## config.mk

```make
export PLATFORM = sky130hd
export DESIGN_NAME = bdbt_term
export DESIGN_NICKNAME = d
export VERILOG_FILES = /design/src/bdbt_pkg.sv /design/src/bdbt_term.sv /design/src/bdbt_fifo.sv
export SDC_FILE = /design/constraint.sdc
export NUM_CORES = 1
export LEC_CHECK = 0
export ABC_AREA = 1
export BUFFER_PORTS_ARGS = -buffer_cell sky130_fd_sc_hd__buf_2
export CORE_ASPECT_RATIO = 2
export CORE_MARGIN = 8
export CORE_UTILIZATION = 25
export DETAILED_ROUTE_END_ITERATION = 10
export HOLD_SLACK_MARGIN = 0.02
export SLEW_MARGIN = 5
export SYNTH_ARGS = -nofsm -noshare
export SYNTH_HDL_FRONTEND = slang
export SYNTH_SLANG_ARGS = --single-unit
```

## constraint.sdc

```tcl
create_clock -name mclk_i -period 4.6 [get_ports mclk_i]
set_input_delay 0.92 -clock mclk_i [delete_from_list [all_inputs] [get_ports mclk_i]]
set_output_delay 0.92 -clock mclk_i [all_outputs]
set_load 0.02 [all_outputs]
```

## src/bdbt_pkg.sv

```systemverilog
// Shared constants and carrier types for the data-beat termination block.
// Assumes one bus clock domain; pin levels arrive active low.
package bdbt_pkg;

	localparam int unsigned DATA_W     = 64;
	localparam int unsigned FIFO_DEPTH = 16;
	localparam int unsigned FIFO_AW    = 4;

	// Beat counts per transaction kind
	localparam logic [2:0] BEATS_SINGLE = 3'h1;
	localparam logic [2:0] BEATS_BURST  = 3'h4;

	// Free FIFO words needed before a read tenure may be granted
	localparam logic [FIFO_AW:0] READ_ROOM = 5'h4;

	// Values after reset
	localparam logic RETRY_MODE_RST = 1'b1;
	localparam logic PIN_IDLE_N     = 1'b1;

	typedef enum logic [1:0] {
		ST_IDLE  = 2'b00,
		ST_GRANT = 2'b01,
		ST_DATA  = 2'b10,
		ST_TAIL  = 2'b11
	} bdbt_state_e;

	// Termination and arbitration pins, all active low
	typedef struct packed {
		logic ack_n;
		logic retry_n;
		logic err_n;
		logic grant_n;
		logic busy_in_n;
		logic addr_retry_n;
		logic hard_reset_n;
	} bdbt_pins_s;

endpackage

```

## src/bdbt_term.sv

```systemverilog
// Data-beat and data-tenure termination for the external system bus.
// Assumes bus pins arrive asynchronously and a core that queues one request.
//
// How it works
// An acknowledge ends the current beat next cycle and advances bursts.
// An acknowledge on the last beat also closes a write tenure next cycle, a read tenure a cycle later if not retried.
// Target acks with valid data except on a read beat it then retries; data is valid in a retry's last cycle.
// With acknowledge negated the beat stays open as wait states.
// Target may withhold acknowledge during retry except its last cycle.
// Acknowledge only inside the tenure, not two cycles before address retry.
// In bursts the target drops acknowledge next cycle unless acking again.
// System negates acknowledge and error before the next tenure starts.
// Target leaves the required wait states before the first burst ack.
// Read retry discards the previous beat and waits for a fresh ack.
// Retry after the last beat keeps the tenure alive though busy dropped.
// Retry input is ignored as termination control on writes.
// Target asserts retry after the ack and holds it until valid data.
// Target negates retry the cycle after valid data with acknowledge.
// Retry pin level at hard reset release selects the retry mode.
// Error acknowledge ends the tenure next cycle and raises machine check.
// Error acknowledge does not cancel read data already being delivered.
// Target holds error acknowledge one cycle, within the tenure.
// Data bus is released the cycle after the final ack or an error.
// One beat for single transfers, four beats for line bursts.
// Busy is driven the cycle after a qualified grant, until the last ack or an error.
// Committed beats are counted; a retried beat does not advance it.
`timescale 1ns/1ps
module bdbt_term (
	input  wire logic         mclk_i,
	input  wire logic         rst_i,
	// Bus pins; control levels active low, output enables active high; inputs from outside the clock domain
	input  wire logic         transfer_ack_n_i,
	input  wire logic         beat_retry_in_n_i,
	input  wire logic         bus_error_ack_n_i,
	input  wire logic         dbus_grant_n_i,
	input  wire logic         dbus_busy_n_i,
	input  wire logic         addr_retry_n_i,
	input  wire logic         hard_reset_n_i,
	input  wire logic [63:0]  data_i,
	output logic [63:0]       data_o,
	output logic              data_oe_o,
	output logic              dbus_busy_n_o,
	output logic              dbus_busy_oe_o,
	// Core side
	input  wire logic         req_valid_i,
	input  wire logic         req_write_i,
	input  wire logic         req_burst_i,
	output logic              req_ready_o,
	input  wire logic [63:0]  wr_data_i,
	output logic              wr_take_o,
	output logic              rd_valid_o,
	input  wire logic         rd_ready_i,
	output logic [63:0]       rd_data_o,
	output logic              tenure_done_o,
	output logic              mcheck_o,
	output logic              no_retry_mode_o
);
	////////////////////////////////////////////////////////////////////////
	// Input synchronisers

	bdbt_pkg::bdbt_pins_s  pins_meta;
	bdbt_pkg::bdbt_pins_s  pins;
	logic [63:0]           data_meta;
	logic [63:0]           data_s;

	// Data passes the same two stages so it stays aligned with acknowledge
	always_ff @(posedge mclk_i) begin
		if (rst_i) begin
			pins_meta <= '1;
			pins      <= '1;
			// Hard reset reads as asserted until the pin is really sampled, so the
			// strap is also caught on the first release after rst_i
			pins_meta.hard_reset_n <= ~bdbt_pkg::PIN_IDLE_N;
			pins.hard_reset_n      <= ~bdbt_pkg::PIN_IDLE_N;
			data_meta <= '0;
			data_s    <= '0;
		end else begin
			pins_meta <= {transfer_ack_n_i, beat_retry_in_n_i, bus_error_ack_n_i,
			              dbus_grant_n_i, dbus_busy_n_i, addr_retry_n_i, hard_reset_n_i};
			pins      <= pins_meta;
			data_meta <= data_i;
			data_s    <= data_meta;
		end
	end

	////////////////////////////////////////////////////////////////////////
	// Retry mode strap

	logic hres_prev;
	logic retry_mode;
	logic next_retry_mode;

	// Caught on the rising edge of the synchronised hard reset
	// Limitation: a strap change while hard reset is held counts only at release
	always_comb begin
		next_retry_mode = retry_mode;
		if (!hres_prev && pins.hard_reset_n) begin
			next_retry_mode = pins.retry_n;
		end
	end

	always_ff @(posedge mclk_i) begin
		if (rst_i) begin
			hres_prev       <= bdbt_pkg::PIN_IDLE_N;
			retry_mode      <= bdbt_pkg::RETRY_MODE_RST;
			no_retry_mode_o <= ~bdbt_pkg::RETRY_MODE_RST;
		end else begin
			hres_prev       <= pins.hard_reset_n;
			retry_mode      <= next_retry_mode;
			no_retry_mode_o <= ~next_retry_mode;
		end
	end

	////////////////////////////////////////////////////////////////////////
	// Tenure state machine

	bdbt_pkg::bdbt_state_e state;
	bdbt_pkg::bdbt_state_e next_state;
	logic        is_write;
	logic        next_is_write;
	logic [2:0]  beats;
	logic [2:0]  next_beats;
	logic [2:0]  cnt;
	logic [2:0]  next_cnt;
	logic        stage_v;
	logic        next_stage_v;
	logic [63:0] stage_d;
	logic [63:0] next_stage_d;
	logic [63:0] next_data;
	logic        next_wr_take;
	logic        next_done;
	logic        next_mcheck;
	logic        busy;
	logic        eff_retry;
	logic        commit;
	logic        qual_grant;
	logic        room_ok;
	logic [2:0]  idx;
	logic        fifo_ready;
	logic [4:0]  fifo_level;

	// Free space is checked before grant so pushes never meet a full FIFO
	// Trade-off: reserving a whole line costs throughput but never stalls the bus
	// Write beats need no staging, since retry never applies to them
	assign room_ok = (fifo_level <= 5'(bdbt_pkg::FIFO_DEPTH) - bdbt_pkg::READ_ROOM);

	always_comb begin
		// Retry only counts on reads and in retry-enabled mode
		eff_retry    = !pins.retry_n && retry_mode && !is_write;
		commit       = stage_v && !eff_retry;
		idx          = cnt + 3'(commit);
		qual_grant   = !pins.grant_n && pins.busy_in_n && pins.retry_n
		               && pins.addr_retry_n && (is_write || room_ok);
		next_state   = state;
		next_is_write = is_write;
		next_beats   = beats;
		next_cnt     = is_write ? cnt : idx;
		next_stage_v = 1'b0;
		next_stage_d = stage_d;
		next_data    = data_o;
		next_wr_take = 1'b0;
		next_done    = 1'b0;
		next_mcheck  = 1'b0;
		// Read beats are staged one cycle so a retry can still cancel them
		if (!is_write && (state == bdbt_pkg::ST_DATA || state == bdbt_pkg::ST_TAIL)
		    && !pins.ack_n) begin
			next_stage_v = 1'b1;
			next_stage_d = data_s;
		end
		unique case (state)
			bdbt_pkg::ST_IDLE: begin
				// Only a request offered while ready is taken, so both sides agree
				if (pins.hard_reset_n && req_valid_i && req_ready_o) begin
					next_is_write = req_write_i;
					next_beats    = req_burst_i ? bdbt_pkg::BEATS_BURST
					                            : bdbt_pkg::BEATS_SINGLE;
					next_state    = bdbt_pkg::ST_GRANT;
				end
			end
			bdbt_pkg::ST_GRANT: begin
				if (qual_grant) begin
					next_state = bdbt_pkg::ST_DATA;
					next_cnt   = '0;
					if (is_write) begin
						next_data    = wr_data_i;
						next_wr_take = 1'b1;
					end
				end
			end
			bdbt_pkg::ST_DATA: begin
				if (!pins.err_n) begin
					next_state  = bdbt_pkg::ST_IDLE;
					next_mcheck = 1'b1;
					next_done   = 1'b1;
				end else if (!pins.ack_n) begin
					if (is_write) begin
						if (cnt == beats - 3'h1) begin
							next_state = bdbt_pkg::ST_IDLE;
							next_done  = 1'b1;
						end else begin
							next_cnt     = cnt + 3'h1;
							next_data    = wr_data_i;
							next_wr_take = 1'b1;
						end
					end else if (idx == beats - 3'h1) begin
						next_state = bdbt_pkg::ST_TAIL;
					end
				end
				// No acknowledge: stay here, each cycle is a wait state
			end
			bdbt_pkg::ST_TAIL: begin
				// Busy already dropped; a retry keeps this tenure alive
				if (!pins.err_n) begin
					next_state  = bdbt_pkg::ST_IDLE;
					next_mcheck = 1'b1;
					next_done   = 1'b1;
				end else if (commit && pins.ack_n) begin
					next_state = bdbt_pkg::ST_IDLE;
					next_done  = 1'b1;
				end
			end
		endcase
		// Hard reset abandons any tenure
		if (!pins.hard_reset_n) begin
			next_state   = bdbt_pkg::ST_IDLE;
			next_stage_v = 1'b0;
		end
	end

	always_ff @(posedge mclk_i) begin
		if (rst_i) begin
			state         <= bdbt_pkg::ST_IDLE;
			is_write      <= 1'b0;
			beats         <= bdbt_pkg::BEATS_SINGLE;
			cnt           <= '0;
			stage_v       <= 1'b0;
			stage_d       <= '0;
			data_o        <= '0;
			wr_take_o     <= 1'b0;
			tenure_done_o <= 1'b0;
			mcheck_o      <= 1'b0;
			req_ready_o   <= 1'b0;
		end else begin
			state         <= next_state;
			is_write      <= next_is_write;
			beats         <= next_beats;
			cnt           <= next_cnt;
			stage_v       <= next_stage_v;
			stage_d       <= next_stage_d;
			data_o        <= next_data;
			wr_take_o     <= next_wr_take;
			tenure_done_o <= next_done;
			mcheck_o      <= next_mcheck;
			req_ready_o   <= (next_state == bdbt_pkg::ST_IDLE) && pins.hard_reset_n
			                 && !(state == bdbt_pkg::ST_IDLE && req_valid_i && req_ready_o);
		end
	end

	////////////////////////////////////////////////////////////////////////
	// Pin drivers

	// Busy is driven high for one precharge cycle before release
	// Driving the line high first avoids waiting on a slow pull-up rise
	// Enable trails the busy level by one cycle, which gives that precharge
	always_ff @(posedge mclk_i) begin
		if (rst_i) begin
			busy           <= 1'b0;
			dbus_busy_n_o  <= 1'b1;
			dbus_busy_oe_o <= 1'b0;
			data_oe_o      <= 1'b0;
		end else begin
			busy           <= (next_state == bdbt_pkg::ST_DATA);
			dbus_busy_n_o  <= !(next_state == bdbt_pkg::ST_DATA);
			dbus_busy_oe_o <= (next_state == bdbt_pkg::ST_DATA) || busy;
			data_oe_o      <= (next_state == bdbt_pkg::ST_DATA) && next_is_write;
		end
	end

	////////////////////////////////////////////////////////////////////////
	// Read data FIFO

	// A beat already confirmed is pushed even when an error follows
	bdbt_fifo #(
		.W  (bdbt_pkg::DATA_W),
		.D  (bdbt_pkg::FIFO_DEPTH),
		.AW (bdbt_pkg::FIFO_AW)
	) u_fifo (
		.mclk_i      (mclk_i),
		.rst_i       (rst_i),
		.in_valid_i  (commit && !is_write),
		.in_ready_o  (fifo_ready),
		.in_data_i   (stage_d),
		.out_valid_o (rd_valid_o),
		.out_ready_i (rd_ready_i),
		.out_data_o  (rd_data_o),
		.level_o     (fifo_level)
	);

	// Room is reserved at grant, so a refused push cannot happen
	logic unused_ready;
	assign unused_ready = fifo_ready;
endmodule

```

## src/bdbt_fifo.sv

```systemverilog
// Read-data FIFO between the bus side and the core side.
// Assumes both sides on mclk_i; full and empty are exact.
`timescale 1ns/1ps
module bdbt_fifo #(
	parameter int unsigned W  = 64,
	parameter int unsigned D  = 16,
	parameter int unsigned AW = 4
) (
	input  wire logic          mclk_i,
	input  wire logic          rst_i,
	input  wire logic          in_valid_i,
	output logic               in_ready_o,
	input  wire logic [W-1:0]  in_data_i,
	output logic               out_valid_o,
	input  wire logic          out_ready_i,
	output logic [W-1:0]       out_data_o,
	output logic [AW:0]        level_o
);
	logic [W-1:0]  mem [D];
	logic [AW-1:0] wr_ptr;
	logic [AW-1:0] rd_ptr;
	logic [AW:0]   level;
	logic [AW-1:0] next_wr_ptr;
	logic [AW-1:0] next_rd_ptr;
	logic [AW:0]   next_level;
	logic          push;
	logic          pop;

	assign in_ready_o  = (level < (AW+1)'(D));
	assign out_valid_o = (level != '0);
	assign out_data_o  = mem[rd_ptr];
	assign level_o     = level;

	// Pointer and level update; a stalled drain lets the FIFO really fill
	always_comb begin
		push        = in_valid_i && in_ready_o;
		pop         = out_valid_o && out_ready_i;
		next_wr_ptr = push ? wr_ptr + 1'b1 : wr_ptr;
		next_rd_ptr = pop ? rd_ptr + 1'b1 : rd_ptr;
		next_level  = level + (AW+1)'(push) - (AW+1)'(pop);
	end

	always_ff @(posedge mclk_i) begin
		if (rst_i) begin
			wr_ptr <= '0;
			rd_ptr <= '0;
			level  <= '0;
		end else begin
			wr_ptr <= next_wr_ptr;
			rd_ptr <= next_rd_ptr;
			level  <= next_level;
		end
	end

	// Storage carries no reset; only written words are ever read
	always_ff @(posedge mclk_i) begin
		if (push) begin
			mem[wr_ptr] <= in_data_i;
		end
	end
endmodule

```

# After elaboration in Yosys (flattened, before gate mapping)

Memories as Yosys holds them, arrays and structs flattened. A register that Yosys moved wholly into a read port is not among the register bits.
Index checks and enable logic that the tools add are counted.

Add/subtract/negate cells: 7
$lt $le $gt $ge: 2
Equality and inequality tests: 12
Muxes and demuxes: 49
Bitwise operators: 3
Reduce and logical (&&, ||, !) cells: 41

Operators with widths:

| kind                                                            | number |
|---|---|
| two-way mux 64 bit                                              | 6 |
| one-hot mux 64 bit (2 select lines)                             | 1 |
| logical AND 1 bit                                               | 21 |
| two-way mux 3 bit                                               | 7 |
| two-way mux 2 bit                                               | 10 |
| two-way mux 1 bit                                               | 19 |
| inequality test 2 bit (second input constant)                   | 6 |
| adder 4 x 1 -> 4 bit (second input constant)                    | 2 |
| zero test 1 bit                                                 | 8 |
| two-way mux 4 bit                                               | 2 |
| one-hot mux 2 bit (4 select lines)                              | 1 |
| AND reduction 7 bit                                             | 1 |
| == test 2 bit (second input constant)                           | 3 |
| == test 3 bit                                                   | 2 |
| one-hot mux 3 bit (2 select lines)                              | 1 |
| OR reduction 2 bit                                              | 3 |
| adder 5 x 1 -> 5 bit                                            | 1 |
| less-or-equal comparator 5 x 4 -> 1 bit (second input constant) | 1 |
| < comparator 5 bit (second input constant)                      | 1 |
| nonzero test 5 bit                                              | 1 |
| subtractor 5 x 1 -> 5 bit                                       | 1 |
| zero test 2 bit                                                 | 2 |
| one-hot mux 1 bit (2 select lines)                              | 2 |
| adder 3 x 1 -> 3 bit                                            | 1 |
| other kinds (7)                                                 | 11 |

Register bits: 304
Bits in writable memories: 1024
Bits of input ports: 141
Output and inout port bits: 137
Logic and storage cells: 152
Memories: 1

Memory list:

| name       | words | bits a word | rd ports | clocked after Yosys merged registers in | write ports | line            | source |
|---|---|---|---|---|---|---|---|
| u_fifo.mem | 16    | 64          | 1        | 1                                       | 1           | bdbt_fifo.sv:19 | `logic [W-1:0] mem [D];` |

# Depth between registers and ports, before layout

Word-level depth: 16
Mapped depth: 19
Gate-level depth less buffers: 19

# Cells and area by module

From an unflattened synthesis, not the netlist that was laid out.

Cells, all modules: 5419
Area total of the unflattened synthesis: 54212.0 um^2

Modules (own cells, without submodules):

| module    | instances | cells each | area an instance (um^2) | sequential area each (um^2) |
|---|---|---|---|---|
| bdbt_fifo | 1         | 4246       | 44650.3                 | 31089.8 |
| bdbt_term | 1         | 1173       | 9561.7                  | 5805.6 |

# Least setup slack after synthesis

No wires, ideal clock.

Path type: flip-flop to flip-flop
Start: register is_write
End: memory u_fifo.mem[11][0] (enable)
Library setup time: 0.487 ns
Arrival: 3.751 ns
Data required time: 4.113 ns
Setup slack: 0.362 ns
Stages on the path, launching flop included: 7
Path buffers: 0
Period minus slack after synthesis: 4.238 ns
Cell sequence: dfxtp_1 -> inv_1 -> nand3_1 -> nand2_1 -> nor3_2 -> nand2_1 -> nor2_1

Cells in the longest elaborated chain, start to end: 8

Ends and longest elaborated chain:

| item                                      | line                               | source |
|---|---|---|
| start: declaration                        | bdbt_term.sv:119                   | `logic is_write;` |
| start signal: assignment                  | bdbt_term.sv:245                   | `is_write <= next_is_write;` |
| zero test 1 bit *                         | bdbt_term.sv:149, bdbt_term.sv:290 |  |
| logical AND 1 bit                         | bdbt_term.sv:149                   | `eff_retry = !pins.retry_n && retry_mode && !is_write;` |
| zero test 1 bit                           | bdbt_term.sv:150                   | `commit = stage_v && !eff_retry;` |
| logical AND 1 bit                         | bdbt_term.sv:150                   |  |
| logical AND 1 bit *                       | bdbt_term.sv:290                   | `.in_valid_i (commit && !is_write),` |
| logical AND 1 bit *                       | bdbt_fifo.sv:36                    | `push = in_valid_i && in_ready_o;` |
| named net u_fifo.push                     | bdbt_fifo.sv:26                    | `logic push;` |
| two-way mux 1 bit *                       | bdbt_fifo.sv:57                    | `if (push) begin` |
| two-way mux 1 bit (implied by the code) * | bdbt_fifo.sv:58                    | `mem[wr_ptr] <= in_data_i;` |
| end: declaration                          | bdbt_fifo.sv:19                    |  |

Mark *: on every way through the listed nets, which the timed path passes. The rest lies on a longest branch.

==> metrics.md <==
| Metric | Value |
|---|---|
| Status | finished clean |
| CTS tree | done |
| Post-Route WL | 132000 um |
| Yosys top cell area share | 0.596 |
| Startpoint types | flop |
| Peak supply drop | 0.358 mV |
| Num CTS Buffers | 137 |
| Slowest CP cell | dfxtp_4 |
| RSZ-0062 raised after global routing | no |
| Post-CTS sizing | 0 |
| Share of layout cells above drive strength 1 | 0.168 |
| Max-slew headroom | 0.247 |
| H-tree depth | 4 |
| Critical-path cell list | inv_8, buf_12, buf_4, o21ai_0, o211ai_1, nand2_1, buf_2 |
| IO Count | 278 |
| Fin Setup TNS | 0 ns |
| Largest net degree at the start of global routing | 115 |
| Crit path kind | reg2out |
| Worst Setup End Kind | primary output |
| Syn nets | 4138 |
| Reg clk slew, reported paths | 0.06 ns |
| Die X-Extent | 337 um |
| Area of the multi-input gates | 12000 um^2 |
| Post-route ant nets | 0 |
| Worst skew pair latency | 0.76 ns |
| Total clock sinks | 1331 |
| Final hold violation count | 0 |
| Setup Skew | 0.0223 ns |
| Drt pass-1 iters | 7 |
| Hold path depth | 2 |
| Pwr dens | 457 nW/um^2 |
| Clock tree buffer depth | 3 |
| Height of the chip | 658 um |
| Via density | 4.40 |
| Lkg Pwr | 21.0 nW |
| DR WL/cell | 18.6 um |
| Global route total overflow | 0 |
| Root Driver | clkbuf_16 |
| Post-route DRC | 0 |
| Critical-path maximum fanout | 58 |
| Area contributors post-synth | edfxtp_1 (60%), dfxtp_1 (12%), mux2i_1 (5.0%) |
| Worst Tran Pin Value | 1.13 ns |
| Worst Path Arrival | 3.07 ns |
| CP required | 3.68 ns |
| GP Congestion | 0.751 |
| Syn Area/Cell | 13.0 um^2 |
| Seq/Total Area, Yosys | 0.715 |
| Post-CTS Hold Fix Bufs | 0 |
| FF/Latch Area | 36900 um^2 |
| Commonest non-fill, non-tap cell in the layout | edfxtp_1 |
| First-pass GRT wire length | 196000 um |
| Count of cell types in the netlist | 39 |
| Initial antenna violation count | 13 |
| Max Cap Viol | 0 |
| Cell Area, Synth | 51600 um^2 |
| Fin. max-slew vios | 0 |
| Hold Path Class | in2reg |
| YS warnings | 0 |
| # port buffers | 277 |
| Commonest cells after routing, fill and taps aside | edfxtp_1 (1024), inv_1 (430), o21ai_0 (411) |
| Synthesis-to-finish area growth | 17.8% |
| Final setup fails | 0 |
| Half-perimeter wire length after detailed placement | 70500 um |
| Vias in the first global route | 30900 |
| Row count | 236 |
| Fillers | 20700 |
| NumNets Final | 4380 |
| Mapped Cells | 3975 |
| Die area | 222000 um^2 |
| CP peak stage delay | 0.51 ns |
| Area leader, netlist | edfxtp_1 |
| Min Hold Slack | 0.358 ns |
| Tmin final | 3.99 ns |
| All-Layer GR Usage | 0.115 |
| Period utilisation layout | 0.868 |
| Post-synthesis register bit count | 1331 |
| Core area | 206000 um^2 |
| Post-CTS Setup Inserts | 0 |
| R2R depth | 7 |
| DR iter-0 viols | 2933 |
| Fmax | 250 MHz |
| Starting Density | 0.251 |
| Detailed-route via count | 31100 |
## logic make-up after synthesis
| logic type | after synthesis | synth area share |
|---|---|---|
| xor+xnor | 3 | 0.000509 |
| simple gates | 659 | 0.0589 |
| compound gates | 1012 | 0.115 |
| fa+ha+maj | 22 | 0.00548 |
| buf+inv | 692 | 0.0547 |
| flops | 1331 | 0.715 |
| mux | 256 | 0.0497 |
## metrics by stage
stage	cells	total power, mW	setup WS [ns]	area (um^2)	utilization
2_1_floorplan	3975	15.9	0.362	51600	-
3_3_place_gp	6815	17.2	1.35	56300	0.274
3_5_place_dp	6815	17.2	1.40	56300	0.274
4_1_cts	7065	28.0	0.559	60800	0.295
5_1_grt	7065	28.9	0.407	60800	0.295
6_report	7071	27.8	0.608	60800	0.295
## metal layers
metal  global-route usage  wire [um]  up-vias
met5                    0         51        -
met1                0.163      59900    15300
met4               0.0263       2190        8
met3               0.0270      10500      166
li1                     -          -    14700
met2                0.178      59000     1052
## worst paths after layout
path	startpoint	endpoint	slack, ns
worst min-delay path	transfer_ack_n_i	pins_meta[6]	0.36
worst min register to register	data_meta[17]	data_s[17]	0.39
worst max-delay path	flop	rd_data_o[49]	0.61
worst max register to register	is_write	u_fifo.mem[15][16]	1.46
## where the power goes
group          total, mW  internal, mW  switching [mW]
clock network       10.8          6.21            4.64
logic               3.93          1.29            2.64
registers           13.0          12.9           0.133
## synthesized netlist by cell type, drive strengths merged
library cell and n:
a211oi 1, nor4 1, nor2 298, a31oi 1
buf 73, edfxtp 1024, or2 12, inv 441
nand3 134, a31o 1, nor3 7, dfxtp 307
nand4 5, nand2 199, xnor2 1, xor2 2
clkbuf 178, o211ai 257, ha 21, and3 1
nand3b 2, mux2i 256, a21oi 339, fa 1
o21ai 413
## critical path: cells and delay by family, from the launching register on
family	cells	cell delay (ns)
buf+inv	4	1.26
flops	1	0.51
compound gates	2	0.30
simple gates	1	0.21
## layout make-up
cell class / count / share of cell area
flip-flops and latches: 1331 / 0.607
diodes: 6 / 0.000247
inverters: 441 / 0.0275
clock buffers: 196 / 0.0644
multi-input cells: 1952 / 0.197
clock inverters: 54 / 0.00861
repair buffers: 354 / 0.0380
well taps: 2737 / 0.0564
## sequential cells by signal (all words and copies together) (netlist names), 3 cells and up, named ones only
signal / flops
u_fifo.wr_ptr: 4
u_fifo.level_o: 5
pins: 7
data_meta: 64
data_o: 64
pins_meta: 7
u_fifo.mem: 1024
data_s: 64
stage_d: 64
cnt: 3
u_fifo.rd_ptr: 4
Note: power is estimated with default switching activity, not from simulation.
